`config.mk`:
```
export PLATFORM = sky130hd
export DESIGN_NAME = fls_sequencer
export DESIGN_NICKNAME = d
export VERILOG_FILES = /design/src/shared/fls_pkg.sv /design/src/design/fls_sequencer.sv
export SDC_FILE = /design/constraint.sdc
export NUM_CORES = 1
export LEC_CHECK = 0
export BUFFER_PORTS_ARGS = -buffer_cell sky130_fd_sc_hd__buf_2
export CAP_MARGIN = 40
export CELL_PAD_IN_SITES_DETAIL_PLACEMENT = 1
export CELL_PAD_IN_SITES_GLOBAL_PLACEMENT = 2
export CORE_UTILIZATION = 38
export CTS_CLUSTER_SIZE = 24
export DETAILED_ROUTE_END_ITERATION = 10
export PLACE_DENSITY_LB_ADDON = 0.1
export SLEW_MARGIN = 20
export SYNTH_ARGS = -nofsm -noshare
export SYNTH_HDL_FRONTEND = slang
export SYNTH_SLANG_ARGS = --single-unit
```
`constraint.sdc`:
```
create_clock -name I_MCLK -period 8.3 [get_ports I_MCLK]
set_clock_uncertainty 0.05 [all_clocks]
set_input_delay 1.66 -clock I_MCLK [delete_from_list [all_inputs] [get_ports I_MCLK]]
set_output_delay 1.66 -clock I_MCLK [all_outputs]
set_load 0.02 [all_outputs]
```
`src/shared/fls_pkg.sv`:
```
// Constants, register layout and types for the LED mode sequencer.
// Assumes a 10 MHz system clock; all counts derive from that rate.
package fls_pkg;
    // Clock rate and timing figures.
    localparam int CLK_MHZ        = 10;
    localparam int RAMP_STEP_US   = 32;
    localparam int RAMP_STEP_CYC  = RAMP_STEP_US * CLK_MHZ;
    localparam int DEBOUNCE_US    = 256;
    localparam int DEBOUNCE_CYC   = DEBOUNCE_US * CLK_MHZ;
    localparam int HOLD_US        = 400;
    localparam int HOLD_CYC       = HOLD_US * CLK_MHZ;
    localparam int TIMER_TICK_NS  = 1024000;
    localparam int TIMER_TICK_CYC = TIMER_TICK_NS / (1000 / CLK_MHZ);

    // Register byte offsets.
    localparam logic [7:0] ADDR_CTRL   = 8'h00;
    localparam logic [7:0] ADDR_LEVEL  = 8'h04;
    localparam logic [7:0] ADDR_TIMER  = 8'h08;
    localparam logic [7:0] ADDR_STATUS = 8'h0C;

    // Field positions of the level and status registers.
    localparam int LVL_TORCH_LSB = 0;
    localparam int LVL_FLASH_LSB = 4;
    localparam int STAT_MODE_LSB = 4;
    localparam int STAT_CUR_LSB  = 16;

    // Reset values.
    localparam logic [6:0] CTRL_RST  = 7'h00;
    localparam logic [7:0] LEVEL_RST = 8'h00;
    localparam logic [7:0] TIMER_RST = 8'h00;

    // Function select codes.
    localparam logic [1:0] FN_TORCH  = 2'h0;
    localparam logic [1:0] FN_IND    = 2'h1;
    localparam logic [1:0] FN_ASSIST = 2'h2;
    localparam logic [1:0] FN_FLASH  = 2'h3;

    // Current figures in mA.
    localparam logic [10:0] TORCH_START_MA = 11'h01E;
    localparam logic [10:0] TORCH_LSB_MA   = 11'h00A;
    localparam logic [10:0] FLASH_START_MA = 11'h032;
    localparam logic [10:0] FLASH_LSB_MA   = 11'h032;
    localparam logic [10:0] FULL_SCALE_MA  = 11'h064;
    localparam logic [10:0] FLASH_BASE_MA  = 11'h064;

    // Control register; a packed struct lists its top bit first, so bit 6 comes first here.
    typedef struct packed {
        logic       duration_style;
        logic       torch_allow;
        logic       strobe_input_allow;
        logic       indicator_select;
        logic [1:0] led_output_function_sel;
        logic       led_output_on_bit;
    } fls_ctrl_s;

    typedef enum logic [2:0] {ST_IDLE, ST_SOFTSTART, ST_RAMP_UP, ST_CHECK,
                              ST_HOLD, ST_SETTLE, ST_RAMP_OFF, ST_IND} fls_state_e;
    typedef enum logic [2:0] {MODE_NONE, MODE_TORCH, MODE_ASSIST, MODE_FLASH, MODE_IND} fls_mode_e;
endpackage : fls_pkg

```
`src/design/fls_sequencer.sv`:
```
// LED mode sequencer: APB registers, mode entry, current ramps, fault checks, flash timer.
// Assumes pins come from outside the clock domain and an analog regulator follows O_LED_MA.
// Overview of operation
// In shutdown only torch starts, via the debounced torch pin with its allow bit.
// Standby torch: pin with allow and on bit, or on bit with allow clear.
// Torch pin is debounced both on rise and on fall.
// Torch ramps 30 to 100 mA by 10 mA per step, holds, then ramps to final.
// Torch checks open/short at full scale; fault disables and returns to idle.
// Assist starts from standby with function 10, by strobe or on bit.
// Strobe input for assist is used without debouncing.
// Assist ramps like torch, checks at full scale, then ramps to final.
// Flash with function 11 starts by strobe with chip enable, or by on bit.
// Flash waits for boost soft-start before ramping in 50 mA sections.
// Flash checks open/short at 100 mA, then continues to final.
// Duration style bit applies to strobe flash; register flash is always one-shot.
// Indicator with function 01 and select set, by strobe or on bit.
// Enables and disables ramp one step per ramp tick in torch and assist, one per two ticks in flash; faults and maximum-duration expiry cut at once.
// Flash ramp starts at 50 mA and steps 50 mA every two step periods.
// Ramp on enable and level changes; no ramp on a fault.
// Safety timer runs in every flash, 1.024 ms units, ends flash at expiry.
// Target is torch level in torch and assist, flash level in flash.
// Maximum-duration flash follows strobe; expiry first latches a fault.
// One-shot flash ends at expiry and latches no fault.
// Only one mode at a time; new requests wait until idle.
`timescale 1ns/1ps
module fls_sequencer #(
    parameter int TICK_CYC = fls_pkg::TIMER_TICK_CYC
) (
    input  wire logic        I_MCLK,
    input  wire logic        I_SYS_RST,
    input  wire logic        I_PSEL,
    input  wire logic        I_PENABLE,
    input  wire logic        I_PWRITE,
    input  wire logic [7:0]  I_PADDR,
    input  wire logic [31:0] I_PWDATA,
    input  wire logic        I_TORCH_EN,
    input  wire logic        I_STROBE,
    input  wire logic        I_CHIP_EN,
    input  wire logic        I_MAIN_LED_OUTPUT_FAULT,
    input  wire logic        I_IND_FAULT,
    input  wire logic        I_BOOST_READY,
    output logic [31:0]      O_PRDATA,
    output logic             O_PREADY,
    output logic             O_PSLVERR,
    output logic [10:0]      O_LED_MA,
    output logic             O_MAIN_LED_OUTPUT_ON,
    output logic             O_BOOST_ON,
    output logic             O_IND_ON
);
    // Pin synchronisers, two flops each; only the second stage is read.
    logic [4:0] meta;
    logic [4:0] pin;
    genvar g;
    generate
        for (g = 0; g < 5; g++)
        begin : g_sync
            always_ff @(posedge I_MCLK)
            begin
                meta[g] <= I_SYS_RST ? 1'b0 : (g == 0 ? I_TORCH_EN : g == 1 ? I_STROBE :
                           g == 2 ? I_CHIP_EN : g == 3 ? I_MAIN_LED_OUTPUT_FAULT : I_IND_FAULT);
                pin[g]  <= I_SYS_RST ? 1'b0 : meta[g];
            end
        end
    endgenerate
    logic boost_meta;
    logic boost_ok;
    wire torch_pin = pin[0];
    wire strobe    = pin[1];
    wire chip_en   = pin[2];
    wire main_led_output_flt  = pin[3];
    wire ind_flt   = pin[4];

    // Registers and state.
    fls_pkg::fls_ctrl_s  ctrl;
    logic [7:0]          level;
    logic [7:0]          tmr_set;
    logic                main_led_output_fault;
    logic                ind_fault;
    logic                tmr_fault;
    fls_pkg::fls_state_e state;
    fls_pkg::fls_state_e next_state;
    fls_pkg::fls_mode_e  mode;
    fls_pkg::fls_mode_e  next_mode;
    logic [10:0]         cur;
    logic [10:0]         next_cur;
    logic                src_pin;
    logic                next_src;
    logic                db_level;
    logic [11:0]         db_cnt;
    logic [11:0]         hold_cnt;
    logic [9:0]          rdiv;
    logic                half;
    logic [15:0]         tick_cnt;
    logic [7:0]          units;
    logic                strobe_d;
    logic                main_led_output_ev;
    logic                ind_ev;
    logic                tmr_ev;
    logic                clr_on;

    // APB decode; all answers take one wait-free access phase.
    wire setup    = I_PSEL & ~I_PENABLE;
    wire done     = I_PSEL & I_PENABLE & O_PREADY;
    wire hit_ctrl = I_PADDR == fls_pkg::ADDR_CTRL;
    wire hit_lvl  = I_PADDR == fls_pkg::ADDR_LEVEL;
    wire hit_tmr  = I_PADDR == fls_pkg::ADDR_TIMER;
    wire hit_stat = I_PADDR == fls_pkg::ADDR_STATUS;
    wire mapped   = hit_ctrl | hit_lvl | hit_tmr | hit_stat;
    wire wr       = done & I_PWRITE;
    wire rd_stat  = done & ~I_PWRITE & hit_stat;
    wire [31:0] stat_word = {5'h00, cur, 9'h000, 3'(mode), 1'b0, tmr_fault, ind_fault, main_led_output_fault};
    wire [31:0] rd_word   = hit_ctrl ? {25'h0000000, ctrl} : hit_lvl ? {24'h000000, level} :
                            hit_tmr ? {24'h000000, tmr_set} : hit_stat ? stat_word : 32'h00000000;

    always_ff @(posedge I_MCLK)
    begin
        O_PREADY  <= ~I_SYS_RST & setup;
        O_PSLVERR <= ~I_SYS_RST & setup & ~mapped;
        if (I_SYS_RST) O_PRDATA <= 32'h00000000;
        else if (setup) O_PRDATA <= I_PWRITE ? 32'h00000000 : rd_word;
    end

    // Register writes; a software write of the control word wins over the hardware clear.
    always_ff @(posedge I_MCLK)
    begin
        if (I_SYS_RST)
        begin
            ctrl    <= fls_pkg::CTRL_RST;
            level   <= fls_pkg::LEVEL_RST;
            tmr_set <= fls_pkg::TIMER_RST;
        end
        else
        begin
            if (wr && hit_ctrl) ctrl <= I_PWDATA[6:0];
            else if (clr_on) ctrl.led_output_on_bit <= 1'b0;
            if (wr && hit_lvl) level <= I_PWDATA[7:0];
            if (wr && hit_tmr) tmr_set <= I_PWDATA[7:0];
        end
    end

    // Sticky faults clear on read, but only bits the read returned; a new event wins.
    wire [2:0] seen = rd_stat ? O_PRDATA[2:0] : 3'h0;
    always_ff @(posedge I_MCLK)
    begin
        main_led_output_fault <= ~I_SYS_RST & (main_led_output_ev | (main_led_output_fault & ~seen[0]));
        ind_fault  <= ~I_SYS_RST & (ind_ev  | (ind_fault  & ~seen[1]));
        tmr_fault  <= ~I_SYS_RST & (tmr_ev  | (tmr_fault  & ~seen[2]));
    end

    // torch pin debounce
    wire db_flip = (torch_pin != db_level) && db_cnt == 12'(fls_pkg::DEBOUNCE_CYC - 1);
    always_ff @(posedge I_MCLK)
    begin
        db_cnt   <= (I_SYS_RST || torch_pin == db_level || db_flip) ? 12'h000 : db_cnt + 12'h001;
        db_level <= I_SYS_RST ? 1'b0 : (db_flip ? torch_pin : db_level);
    end

    // Strobe edge and boost ready; the strobe is used raw, with no filter.
    // strobe without debounce
    always_ff @(posedge I_MCLK)
    begin
        strobe_d   <= ~I_SYS_RST & strobe;
        boost_meta <= ~I_SYS_RST & I_BOOST_READY;
        boost_ok   <= ~I_SYS_RST & boost_meta;
    end

    // ramp step ticks
    wire rtick = rdiv == 10'(fls_pkg::RAMP_STEP_CYC - 1);
    // flash steps every second tick
    wire step  = rtick & (mode != fls_pkg::MODE_FLASH | half);
    wire busy  = state != fls_pkg::ST_IDLE;
    // The divider restarts when the ramp starts, so a long soft-start cannot shorten the first step.
    wire ramp_held = !busy || state == fls_pkg::ST_SOFTSTART;
    always_ff @(posedge I_MCLK)
    begin
        rdiv     <= (I_SYS_RST || ramp_held || rtick) ? 10'h000 : rdiv + 10'h001;
        half     <= (I_SYS_RST || ramp_held) ? 1'b0 : half ^ rtick;
        hold_cnt <= (I_SYS_RST || state != fls_pkg::ST_HOLD) ? 12'h000 : hold_cnt + 12'h001;
    end

    // safety timer in 1.024 ms units
    wire tick_end = tick_cnt == 16'(TICK_CYC - 1);
    wire flash_on = mode == fls_pkg::MODE_FLASH && busy;
    wire expire   = flash_on && tick_end && units == tmr_set;
    always_ff @(posedge I_MCLK)
    begin
        tick_cnt <= (I_SYS_RST || !flash_on || tick_end) ? 16'h0000 : tick_cnt + 16'h0001;
        units    <= (I_SYS_RST || !flash_on) ? 8'h00 : units + {7'h00, tick_end};
    end

    // Entry requests.
    wire       on      = ctrl.led_output_on_bit;
    wire       allow   = ctrl.strobe_input_allow;
    wire [1:0] fn      = ctrl.led_output_function_sel;
    // shutdown torch by pin only
    wire torch_pin_go  = fn == fls_pkg::FN_TORCH && db_level && ctrl.torch_allow && (!chip_en || on);
    // standby torch entry
    wire torch_go      = torch_pin_go || (chip_en && on && fn == fls_pkg::FN_TORCH && !ctrl.torch_allow);
    // assist entry from standby
    wire assist_go     = chip_en && on && fn == fls_pkg::FN_ASSIST && (!allow || strobe);
    // flash entry on strobe edge
    wire flash_go      = chip_en && on && fn == fls_pkg::FN_FLASH && (!allow || (strobe && !strobe_d));
    // indicator entry
    wire ind_go        = chip_en && on && fn == fls_pkg::FN_IND && ctrl.indicator_select && (!allow || strobe);
    // level style only for strobe flash
    wire max_style     = src_pin && ctrl.duration_style;
    wire is_flash      = mode == fls_pkg::MODE_FLASH;
    wire [10:0] lsb    = is_flash ? fls_pkg::FLASH_LSB_MA : fls_pkg::TORCH_LSB_MA;
    wire [10:0] start  = is_flash ? fls_pkg::FLASH_START_MA : fls_pkg::TORCH_START_MA;
    // target by mode
    wire [10:0] target = is_flash ? fls_pkg::FLASH_BASE_MA + 11'(level[7:4]) * fls_pkg::FULL_SCALE_MA
                                  : fls_pkg::TORCH_START_MA + 11'(level[2:0]) * fls_pkg::TORCH_LSB_MA;
    // strobe level ends maximum-duration flash
    wire stop = mode == fls_pkg::MODE_TORCH ? (src_pin ? !db_level :
                    !(on && chip_en && fn == fls_pkg::FN_TORCH && !ctrl.torch_allow)) :
                !chip_en || !on || (src_pin && !strobe && (!is_flash || max_style));
    wire mon  = state == fls_pkg::ST_CHECK || state == fls_pkg::ST_HOLD || state == fls_pkg::ST_SETTLE;

    // Sequencer next-state logic.
    always_comb
    begin
        next_state = state;
        next_mode  = mode;
        next_cur   = cur;
        next_src   = src_pin;
        main_led_output_ev    = 1'b0;
        ind_ev     = 1'b0;
        tmr_ev     = 1'b0;
        clr_on     = 1'b0;
        unique case (state)
            // new requests only from idle
            fls_pkg::ST_IDLE:
                if (!main_led_output_fault && torch_go)
                begin
                    next_mode  = fls_pkg::MODE_TORCH;
                    next_state = fls_pkg::ST_RAMP_UP;
                    next_cur   = fls_pkg::TORCH_START_MA;
                    next_src   = torch_pin_go;
                end
                else if (!main_led_output_fault && assist_go)
                begin
                    next_mode  = fls_pkg::MODE_ASSIST;
                    next_state = fls_pkg::ST_RAMP_UP;
                    next_cur   = fls_pkg::TORCH_START_MA;
                    next_src   = allow;
                end
                else if (!main_led_output_fault && flash_go)
                begin
                    next_mode  = fls_pkg::MODE_FLASH;
                    next_state = fls_pkg::ST_SOFTSTART;
                    next_src   = allow;
                end
                else if (!ind_fault && ind_go)
                begin
                    next_mode  = fls_pkg::MODE_IND;
                    next_state = fls_pkg::ST_IND;
                    next_src   = allow;
                end
                else
                    next_mode  = fls_pkg::MODE_NONE;
            // boost soft-start first
            fls_pkg::ST_SOFTSTART:
                if (stop)
                    next_state = fls_pkg::ST_IDLE;
                else if (boost_ok)
                begin
                    next_state = fls_pkg::ST_RAMP_UP;
                    next_cur   = fls_pkg::FLASH_START_MA;
                end
            // ramp up to full scale
            fls_pkg::ST_RAMP_UP:
                if (stop)
                    next_state = fls_pkg::ST_RAMP_OFF;
                else if (cur == fls_pkg::FULL_SCALE_MA)
                    next_state = fls_pkg::ST_CHECK;
                else if (step)
                    next_cur   = cur + lsb;
            // check passed, go on
            fls_pkg::ST_CHECK:
                next_state = is_flash ? fls_pkg::ST_SETTLE : fls_pkg::ST_HOLD;
            // hold before ramp down
            fls_pkg::ST_HOLD:
                if (stop)
                    next_state = fls_pkg::ST_RAMP_OFF;
                else if (hold_cnt == 12'(fls_pkg::HOLD_CYC - 1))
                    next_state = fls_pkg::ST_SETTLE;
            // ramp on level change
            fls_pkg::ST_SETTLE:
                if (stop)
                    next_state = fls_pkg::ST_RAMP_OFF;
                else if (step && cur < target)
                    next_cur   = cur + lsb;
                else if (step && cur > target)
                    next_cur   = cur - lsb;
            // ramp down on disable
            fls_pkg::ST_RAMP_OFF:
                if (step && cur <= start)
                begin
                    next_cur   = 11'h000;
                    next_state = fls_pkg::ST_IDLE;
                end
                else if (step)
                    next_cur   = cur - lsb;
            fls_pkg::ST_IND:
                if (ind_flt)
                begin
                    ind_ev     = 1'b1;
                    next_state = fls_pkg::ST_IDLE;
                end
                else if (stop)
                    next_state = fls_pkg::ST_IDLE;
        endcase
        // expiry ends flash; fault only in maximum-duration style
        if (expire && state != fls_pkg::ST_RAMP_OFF)
        begin
            clr_on     = !src_pin;
            tmr_ev     = max_style;
            next_state = max_style ? fls_pkg::ST_IDLE : fls_pkg::ST_RAMP_OFF;
            next_cur   = max_style ? 11'h000 : cur;
        end
        // fault cuts current without ramp
        if (mon && main_led_output_flt)
        begin
            main_led_output_ev    = 1'b1;
            clr_on     = 1'b1;
            next_state = fls_pkg::ST_IDLE;
            next_cur   = 11'h000;
        end
    end

    // State and output flops; outputs follow the next values so they come from flops.
    always_ff @(posedge I_MCLK)
    begin
        state      <= I_SYS_RST ? fls_pkg::ST_IDLE : next_state;
        mode       <= I_SYS_RST ? fls_pkg::MODE_NONE : next_mode;
        cur        <= I_SYS_RST ? 11'h000 : next_cur;
        src_pin    <= ~I_SYS_RST & next_src;
        O_LED_MA   <= I_SYS_RST ? 11'h000 : next_cur;
        O_MAIN_LED_OUTPUT_ON  <= ~I_SYS_RST & (next_cur != 11'h000);
        O_BOOST_ON <= ~I_SYS_RST & next_mode == fls_pkg::MODE_FLASH & next_state != fls_pkg::ST_IDLE;
        O_IND_ON   <= ~I_SYS_RST & next_state == fls_pkg::ST_IND;
    end
endmodule : fls_sequencer

```
==> flow_summary.yaml, run 1 <==
setup_path:
  path_max_fanout: 14
  r2r_cells: 18
  path_class: "register to register"
  r2r_end: "O_MAIN_LED_OUTPUT_ON"
  r2r-start: "level[4]"
  crit_chain: "ha_1 -> ha_1 -> fa_1 -> xor2_1 -> nor3b_1 -> xnor2_1 -> nand2_1 -> ha_1 -> nand4_1 -> nor2_1 -> a31oi_1 -> nand2_1 -> a2111oi_1 -> buf_1 -> o221ai_1 -> a32oi_1 -> and3_1 -> a41oi_1"
  cp-start-kind: "register"
  required_ns: 8.51
  cp-end-kind: "register"
  slowest_stage: "a2111oi_1"
  crit_path_max_incr_delay_ns: 0.51
  r2r_slack_ns: 3.00
  path_common_cell: "ha_1"
  crit_arrival_ns: 5.52
floorplan:
  start_util_pct: 38.70
  core_area_mm2: 0.02096
  rows: 53
  dieArea_mm2: 0.02193
  die_y_um: 148.1
  die_w_um: 148.1
  ios: 99
global_routing:
  grt_first_pass_wirelength_mm: 40.34
  overflow: 0
  grt_util_all_layers_pct: 23.56
  grt_max_degree: 52
  grt_pass1_vias: 7332
  grt_antenna_before_repair: 0
clocking:
  postCtsHoldBufs: 0
  cts_tree: "yes"
  cts_root_buf: "clkbuf_16"
  post_cts.repair.setup_buffers: 0
  cts-htree-levels: 4
  cts_resized: 0
  cts.sinks: 141
  numCtsBuffers: 17
  clk_latency_ns: 0.43
  ctsLongestPathBuffers: 2
  clk_pin_slew_ns: 0.07
logic_synthesis:
  avgSynthCellArea_um2: 8.085
  syn_area_mm2: 0.008109
  synth_edf_count: 0
  synth-main-ff-cell: "dfxtp_1"
  yosysTopAreaCell: "dfxtp_1"
  synth.area.top_cells: "dfxtp_1 35%, nor2_1 7.2%, ha_1 5.9%"
  synth_warnings: 0
  synth_commonest_cells: "155 x nor2_1, 141 x dfxtp_1, 71 x nand2_1, 54 x a21oi_1, 48 x nand3_1"
  netlist_instances: 1003
  yosysMostFrequentCell: "nor2_1"
  ys_seq_elements: 141
  synth_top_area_share_pct: 34.81
  seq_area_frac_synth_pct: 34.81
  ys_types: 71
  async_flop_share_pct: 0
power:
  vdd_drop_max_mv: 0.1204
  internal-power_mw: 1.284
  pwr-share-comb_pct: 22.0
  seqPwrFrac_pct: 38.9
  leakage_nw: 3.770
  swShare_pct: 34.54
  power_density_mw_per_mm2: 212.6
  p_clk_share_pct: 39.1
  p_sw_mw: 0.6773
  p_total_mw: 1.961
finish:
  final_nets: 1139
  fill_cells: 2566
  area_delta_synth_final_pct: 13.76
  fin_util_pct: 44.02
  num_antenna_cells: 0
  layout-drive-gt1-share_pct: 11.58
  fin_cells: 1337
  final_area_mm2: 0.009225
  seqCellArea_mm2: 0.002823
  multi_input_area_mm2: 0.004964
detailed_routing:
  routed_via_density: 5.547
  avgRoutedWirePerCell_um: 18.60
  final_antenna_net_count: 0
  dr_total_vias: 7417
  drt_iter0_markers: 370
  wl_mm: 24.87
  drt_pass1_iterations: 5
  route.detailed.drc: 0
sta:
  final.period_utilization_pct: 63.91
  tightestPinTransition_ns: 0.8626
  final_max_slew_viol_count: 0
  min_period_ns: 5.304
  setup_ws_ns: 2.996
  finalSetupTns_ns: 0
  clock.fmax_mhz: 188.5
  rsz0062_at_grt: "no"
  relSlewSlack_pct: 42.05
  whs_ns: 0.3979
  finalSetupViolCount: 0
  hold_viol_final: 0
min_path:
  min_from: "O_PRDATA[3]"
  hold_path_depth: 2
  holdPathEnd: "O_PRDATA[3]"
  hp-class: "register to register"
outcome:
  status: "finished clean"
placed_design:
  placed_area_mm2: 0.008623
  dp_slack_ns: 3.058
  gp_congestion: 0.8755
  dp_hpwl_mm: 18.34
  portBuffers: 61
  place_inst: 1304
flow_run:
  maxCapViolCount: 0
==> sequential cells by signal (all words and copies together) (netlist names), 2 cells and up <==
register	cells
db_cnt	12
fn	2
state	3
tmr_set	8
level	8
O_PRDATA	19
rdiv	10
meta	5
ctrl	3
tick_cnt	16
hold_cnt	12
mode	3
cur	11
units	8
==> cell usage in the layout, fill, tap and decap left out, drive strengths merged, types with 7 or more instances in the layout <==
cell type / instances
a31oi: 10
nor3b: 9
nor2b: 25
inv: 33
and2: 11
o211ai: 7
or3: 11
buf: 74
a21oi: 55
a211oi: 9
nor2: 155
nor4: 11
nand4: 19
o2111ai: 7
o21ai: 40
ha: 38
a22oi: 14
nand3: 48
conb: 13
clkbuf: 18
xnor2: 36
xor2: 42
or4: 7
nor3: 24
nand2: 72
dfxtp: 141
mux2i: 32
and3: 19
==> power by group through the flow <==
| stage | clock network, mW | registers [mW] | logic [mW] |
|---|---|---|---|
| finish | 0.767 | 0.763 | 0.431 |
| global route | 0.816 | 0.770 | 0.479 |
| CTS | 0.788 | 0.762 | 0.428 |
| detailed placement | 0 | 0.777 | 0.426 |
| global placement | 0 | 0.777 | 0.418 |
| floorplan | 0 | 0.750 | 0.313 |
==> worst max-delay path by stage <==
stage              from                    to  slack (ns)  cells past startpoint
2_1_floorplan  level[4]  O_MAIN_LED_OUTPUT_ON        3.86                     17
3_3_place_gp   level[4]  O_MAIN_LED_OUTPUT_ON        2.68                     17
3_5_place_dp   level[4]  O_MAIN_LED_OUTPUT_ON        3.06                     18
4_1_cts        level[4]  O_MAIN_LED_OUTPUT_ON        3.03                     19
5_1_grt        level[4]  O_MAIN_LED_OUTPUT_ON        2.68                     19
6_report       level[4]  O_MAIN_LED_OUTPUT_ON        3.00                     18
==> final cells by class <==
class / instances / area share (%)
inverter: 25 / 1.017
multi-input combinational: 790 / 53.80
clock buffer: 18 / 4.761
timing repair buffer: 74 / 4.489
tap: 275 / 3.730
clock inverter: 14 / 1.600
sequential: 141 / 30.60
==> worst max-delay path: cells and delay by family, from the launching register on <==
family	cells	cell delay, ns
buf+inv	1	0.27
xor+xnor	2	0.42
compound gates	5	1.44
simple gates	6	1.19
flops	1	0.46
fa+ha+maj	4	1.30
==> metal layers <==
metal / part of all wire, % / global-route usage (%) / vias up
met5: 0 / 0 / -
met4: 1.3 / 6.134 / 0
met3: 3.2 / 3.650 / 23
met2: 47 / 37.91 / 127
met1: 49 / 32.71 / 3618
li1: - / - / 3649
==> cell families (layout without fill, tap and decap cells) <==
group / count (synthesis) / in the layout / synth area share, %
AOI/OAI and AO/OA: 197 / 197 / 16.06
adders and majority gates: 39 / 39 / 6.110
DFF: 141 / 141 / 34.81
muxes: 33 / 33 / 4.089
xor gates and xnor gates: 78 / 78 / 8.425
buffers and inverters: 84 / 131 / 4.613
other: 1 / 13 / 0.04624
and+or+nand+nor: 430 / 430 / 25.85
No activity file was read; power rests on OpenSTA's default activity.
==> inputs of run 2 (changes only) <==
--- a/config.mk
+++ b/config.mk
@@ -5,11 +5,12 @@
 export SDC_FILE = /design/constraint.sdc
 export NUM_CORES = 1
 export LEC_CHECK = 0
+export ABC_AREA = 1
 export BUFFER_PORTS_ARGS = -buffer_cell sky130_fd_sc_hd__buf_2
 export CAP_MARGIN = 40
 export CELL_PAD_IN_SITES_DETAIL_PLACEMENT = 1
 export CELL_PAD_IN_SITES_GLOBAL_PLACEMENT = 2
-export CORE_UTILIZATION = 38
+export CORE_UTILIZATION = 32
 export CTS_CLUSTER_SIZE = 24
 export DETAILED_ROUTE_END_ITERATION = 10
 export PLACE_DENSITY_LB_ADDON = 0.1
==> constraint.sdc (replaced) <==
create_clock -name I_MCLK -period 4.9 [get_ports I_MCLK]
set_clock_uncertainty 0.05 [all_clocks]
set_input_delay 0.98 -clock I_MCLK [delete_from_list [all_inputs] [get_ports I_MCLK]]
set_output_delay 0.98 -clock I_MCLK [all_outputs]
set_load 0.02 [all_outputs]
==> run 2 against run 1 <==
  * Clock power increased by 72%
  * Largest cell class unchanged
  * Area after synthesis increased by 8.9%
  * Critical path type unchanged
  * Total power increased by 65%
  * Sequential share of layout area decreased by 2.6 points
  * Fmax increased by 18%
  * First-iteration DRC count increased by 10%
  * Setup slack got worse by 2.6 ns
  * Via count increased by 19%
  * Non-clock buffer count increased by 3
==> flow_summary.yaml, run 2 <==
finish:
  top_register: "O_PRDATA"
  layout-drive-gt1-share_pct: 10.52
  area_delta_synth_final_pct: 14.12
  reg.largest.list: "O_PRDATA: 19 flops, tick_cnt: 16 flops"
  fill_cells: 3563
  num_antenna_cells: 0
  largest_register_ffs: 19
  final_cell_mix: "350 x nand2_1, 190 x nor2_1, 173 x inv_1"
  final_common_cell: "nand2_1"
  final_nets: 1522
min_path:
  hp-class: "register to register"
  hold_path_depth: 2
  min_from: "meta[2]"
  holdPathEnd: "chip_en"
global_routing:
  grt_max_degree: 35
  grt_first_pass_wirelength_mm: 48.27
  grt_pass1_vias: 8856
  grt_util_all_layers_pct: 21.95
  grt_antenna_before_repair: 0
  overflow: 0
clocking:
  post_cts.repair.setup_buffers: 0
  cts_tree: "yes"
  ctsLongestPathBuffers: 2
  cts_resized: 0
  postCtsHoldBufs: 0
  cts_root_buf: "clkbuf_16"
  cts-htree-levels: 4
  cts.sinks: 141
  clk_latency_ns: 0.44
  numCtsBuffers: 17
  clk_pin_slew_ns: 0.07
logic_synthesis:
  synth_commonest_cells: "350 x nand2_1, 191 x nor2_1, 173 x inv_1, 141 x dfxtp_1, 97 x nand3_1"
  synth_edf_count: 0
  synth_xor_area_share_pct: 3.074
  netlist_instances: 1369
  avgSynthCellArea_um2: 6.452
  yosysMostFrequentCell: "nand2_1"
  ys_seq_elements: 141
  async_flop_share_pct: 0
  synth_top_family_by_area: "simple AND/OR/NAND/NOR gates"
  synth_compound_area_share_pct: 12.10
  syn_area_mm2: 0.008833
  ys_types: 55
  synth.area.top_cells: "dfxtp_1 32%, nand2_1 15%, nor2_1 8.1%"
  muxShareOfSynthArea_pct: 0
  seq_area_frac_synth_pct: 31.95
  synth-simple-area-share_pct: 36.67
  synth-adder-area-share_pct: 5.609
  yosysTopAreaCell: "dfxtp_1"
  synth_warnings: 0
  synth-main-ff-cell: "dfxtp_1"
  synth_top_area_share_pct: 31.95
sta:
  finalSetupTns_ns: 0
  final_max_slew_viol_count: 0
  relSlewSlack_pct: 44.51
  final.period_utilization_pct: 91.51
  rsz0062_at_grt: "no"
  min_period_ns: 4.484
  clock.fmax_mhz: 223.0
  hold_viol_final: 0
  finalSetupViolCount: 0
  tightestPinTransition_ns: 0.8292
floorplan:
  start_util_pct: 32.69
  rows: 60
  die_w_um: 168.1
  core_area_mm2: 0.02703
  ios: 99
  dieArea_mm2: 0.02827
  die_y_um: 168.1
placed_design:
  gp_congestion: 0.8405
  dp_hpwl_mm: 22.66
  portBuffers: 61
flow_run:
  maxCapViolCount: 0
power:
  leakage_nw: 4.798
  power_density_mw_per_mm2: 320.5
  p_total_mw: 3.231
  vdd_drop_max_mv: 0.2095
setup_path:
  crit_path_max_incr_delay_ns: 0.43
  path_max_fanout: 9
  cp-start-kind: "register"
  r2r_cells: 27
  r2r_slack_ns: 0.42
  path_common_cell: "nor2_1"
  slowest_stage: "fa_1"
  cp-end-kind: "register"
  path_class: "register to register"
  crit_arrival_ns: 4.72
  r2r-start: "level[5]"
  r2r_end: "O_MAIN_LED_OUTPUT_ON"
  required_ns: 5.14
detailed_routing:
  drt_iter0_markers: 407
  wl_mm: 29.80
  routed_via_density: 4.955
  final_antenna_net_count: 0
  route.detailed.drc: 0
  dr_total_vias: 8849
  drt_pass1_iterations: 5
  avgRoutedWirePerCell_um: 16.68
outcome:
  status: "finished clean"
## run 2: cell types whose count changed in the layout (fill, tap and decap cells not counted), sizes merged, moves of 32 or more
cell   previous run  this run
nand3            48       101
nor2            155       199
a21oi            55        89
inv              33       192
nand2            72       359
mux2i            32         0
## run 2: worst max-delay path by stage
stage,startpoint,endpoint,cells past startpoint
after CTS,level[4],O_MAIN_LED_OUTPUT_ON,29
after detailed placement,level[4],O_MAIN_LED_OUTPUT_ON,28
after floorplan,level[4],O_MAIN_LED_OUTPUT_ON,26
after global placement,level[4],O_MAIN_LED_OUTPUT_ON,28
final,level[5],O_MAIN_LED_OUTPUT_ON,27
after global routing,level[4],O_MAIN_LED_OUTPUT_ON,29
## run 2: final cells by class
cell class,count,area [um2],area share (%)
sequential,141,2824,28.01
tap,341,426.7,4.232
timing repair buffer,77,429.2,4.257
inverter,183,686.9,6.814
clock buffer,18,439.2,4.356
multi-input combinational,1012,5136,50.95
clock inverter,14,138.9,1.378
## run 2: worst max-delay path, delay by kind of cell (launching register included)
family                   cells  cell delay, ns
AO/OA/AOI/OAI                4            0.49
XOR/XNOR                     1            0.17
adder cells (fa/ha/maj)      4            1.23
buffers and inverters        4            0.37
flip-flops                   1            0.41
AND/OR/NAND/NOR             14            1.64
## run 2: where the power goes
group / internal [mW] / switching [mW] / total (mW)
logic: 0.193 / 0.486 / 0.679
registers: 1.18 / 0.0440 / 1.23
clock network: 0.693 / 0.630 / 1.32
total: 2.07 / 1.16 / 3.23
## run 2: routing by layer
metal | GRT usage [%] | wire length [um]
met1 | 29.85 | 15090
met2 | 36.81 | 13670
met3 | 2.868 | 644
met4 | 5.138 | 390
met5 | 0 | 0
## run 2: cells by family (layout without fill, tap and decap cells)
kind of cell | Yosys count | in the layout
flip-flops | 141 | 141
AND/OR/NAND/NOR | 737 | 737
buffers and inverters | 228 | 292
AO/OA/AOI/OAI | 192 | 192
other | 1 | 13
adder cells (fa/ha/maj) | 39 | 39
XOR/XNOR | 31 | 31
## run 2: metrics by stage
stage	hold WS, ns	utilization [%]	std cells	area, um2	worst slack, ns
after floorplan	0.3383	-	1381	8879	0.8618
final	0.3549	37.30	1786	10080	0.4162
after CTS	0.3589	37.25	1786	10070	0.3471
after global routing	0.3779	37.30	1786	10080	0.01059
after global placement	0.3397	35.01	1751	9463	0.4479
after detailed placement	0.3491	35.11	1754	9489	0.3823
==> inputs of run 3 (changes only) <==
--- a/config.mk
+++ b/config.mk
@@ -8,10 +8,10 @@
 export ABC_AREA = 1
 export BUFFER_PORTS_ARGS = -buffer_cell sky130_fd_sc_hd__buf_2
 export CAP_MARGIN = 40
-export CELL_PAD_IN_SITES_DETAIL_PLACEMENT = 1
-export CELL_PAD_IN_SITES_GLOBAL_PLACEMENT = 2
-export CORE_UTILIZATION = 32
-export CTS_CLUSTER_SIZE = 24
+export CELL_PAD_IN_SITES_DETAIL_PLACEMENT = 0
+export CELL_PAD_IN_SITES_GLOBAL_PLACEMENT = 1
+export CORE_UTILIZATION = 42
+export CTS_CLUSTER_SIZE = 40
 export DETAILED_ROUTE_END_ITERATION = 10
 export PLACE_DENSITY_LB_ADDON = 0.1
 export SLEW_MARGIN = 20
==> run 3 against run 2 <==
  * Final cell count down 4.3%
  * Register-to-register slack gained 0.13 ns
  * Fmax increased by 3.0%
  * Global-route usage grew 2.2 points
  * Highest routed layer unchanged
  * Worst hold slack worse by 0.0038 ns
  * Critical path depth grew 2
  * Critical path type unchanged
  * Combinational power is 9.6% lower
  * Total power about the same
==> flow_summary.yaml, run 3 (synthesis results as in run 2) <==
outcome:
  status: "finished clean"
sta:
  finalSetupTns_ns: 0
  tightestPinTransition_ns: 0.8246
  min_period_ns: 4.352
  clock.fmax_mhz: 229.8
  hold_viol_final: 0
  final.period_utilization_pct: 88.82
  whs_ns: 0.3511
  rsz0062_at_grt: "no"
  relSlewSlack_pct: 44.57
  finalSetupViolCount: 0
  final_max_slew_viol_count: 0
setup_path:
  r2r_slack_ns: 0.55
  crit_path_max_incr_delay_ns: 0.41
  critPathTopFamily: "simple AND/OR/NAND/NOR gates"
  critical_path_buf_inv_count: 4
  crit_arrival_ns: 4.58
  cp-start-kind: "register"
  path_max_fanout: 9
  path_common_cell: "nor2_1"
  path_class: "register to register"
  slowest_stage: "fa_1"
  required_ns: 5.13
  cp-end-kind: "register"
floorplan:
  core_area_mm2: 0.02043
  rows: 52
  dieArea_mm2: 0.02162
  ios: 99
  start_util_pct: 43.24
  die_y_um: 147.0
  die_w_um: 147.0
detailed_routing:
  drt_pass1_iterations: 5
  final_antenna_net_count: 0
  dr_total_vias: 8637
  routed.top_layer: "met4"
  wl_met3_mm: 1.042
  wl_mm: 25.21
  wl_met1_mm: 12.01
  avgRoutedWirePerCell_um: 14.75
  route.met2.wl_mm: 11.50
  route.detailed.drc: 0
  routed_via_density: 5.054
  drt_iter0_markers: 511
flow_run:
  maxCapViolCount: 0
global_routing:
  overflow: 0
  grt_first_pass_wirelength_mm: 41.27
  grt_antenna_before_repair: 0
  grt_max_degree: 59
  grt_util_all_layers_pct: 24.17
  grt_pass1_vias: 8064
finish:
  reg.largest.list: "O_PRDATA: 19 flops, tick_cnt: 16 flops"
  final_common_cell: "nand2_1"
  largest_register_ffs: 19
  fill_cells: 2198
  final_cell_mix: "350 x nand2_1, 190 x nor2_1, 173 x inv_1"
  top_register: "O_PRDATA"
  area_delta_synth_final_pct: 13.07
  layout-drive-gt1-share_pct: 10.08
  seqCellArea_mm2: 0.002824
  num_antenna_cells: 0
  fin_cells: 1709
  multi_input_area_mm2: 0.005131
  final_nets: 1516
clocking:
  clk_pin_slew_ns: 0.06
  cts_resized: 0
  cts.sinks: 141
  cts_root_buf: "clkbuf_16"
  cts-htree-levels: 4
  cts_tree: "yes"
  numCtsBuffers: 17
  clk_latency_ns: 0.43
  postCtsHoldBufs: 0
  ctsLongestPathBuffers: 2
  post_cts.repair.setup_buffers: 0
power:
  p_total_mw: 3.230
  vdd_drop_max_mv: 0.2459
  power_density_mw_per_mm2: 323.4
  leakage_nw: 4.783
placed_design:
  dp_hpwl_mm: 19.08
  place_inst: 1676
  gp_congestion: 0.8656
  portBuffers: 61
min_path:
  hp-class: "register to register"
[run 3: changes by cell type in the layout (fill, tap and decap cells not counted), moves of 2 or more]
cell,delta
bufinv_16,+3
inv_8,-3
inv_6,-3
clkinv_4,+2
buf_4,-5
[run 3: tightest hold or removal path, cell delays in order, from the launching register on]
cell	delay [ns]
dfxtp_1	0.29
inv_1	0.04
nor2_1	0.03
[run 3: where the power goes]
group,internal (mW),switching [mW]
registers,1.19,0.0650
clock network,0.839,0.526
logic,0.186,0.428
total,2.21,1.02
[run 3: final cells by class]
class	count	area share, %
Multi-Input combinational cell	1012	51.37
Inverter	183	6.877
Clock inverter	13	1.754
Tap cell	270	3.382
Timing Repair Buffer	71	3.808
Clock buffer	19	4.535
Sequential cell	141	28.27
[run 3: path summary, 6_finish.rpt]
| kind | startpoint | endpoint | cells after the start |
|---|---|---|---|
| worst min-delay path | boost_meta | boost_ok | 2 |
| worst min register to register | boost_meta | boost_ok | 2 |
| worst max-delay path | level[5] | O_MAIN_LED_OUTPUT_ON | 29 |
| worst max register to register | level[5] | O_MAIN_LED_OUTPUT_ON | 29 |
[run 3: metal layers]
metal,vias to the layer above,global-route usage [%]
li1,4505,-
met1,3894,32.28
met2,187,39.08
met3,51,3.571
met4,0,9.794
met5,-,0
[run 3: metrics by stage]
step / cell area (um2) / worst slack, ns / util (%)
finish: 9988 / 0.5476 / 48.89
global route: 9988 / 0.01081 / 48.89
CTS: 9972 / 0.3848 / 48.81
detailed placement: 9344 / 0.4060 / 45.74
global placement: 9329 / 0.4383 / 45.66
floorplan: 8879 / 0.8618 / -
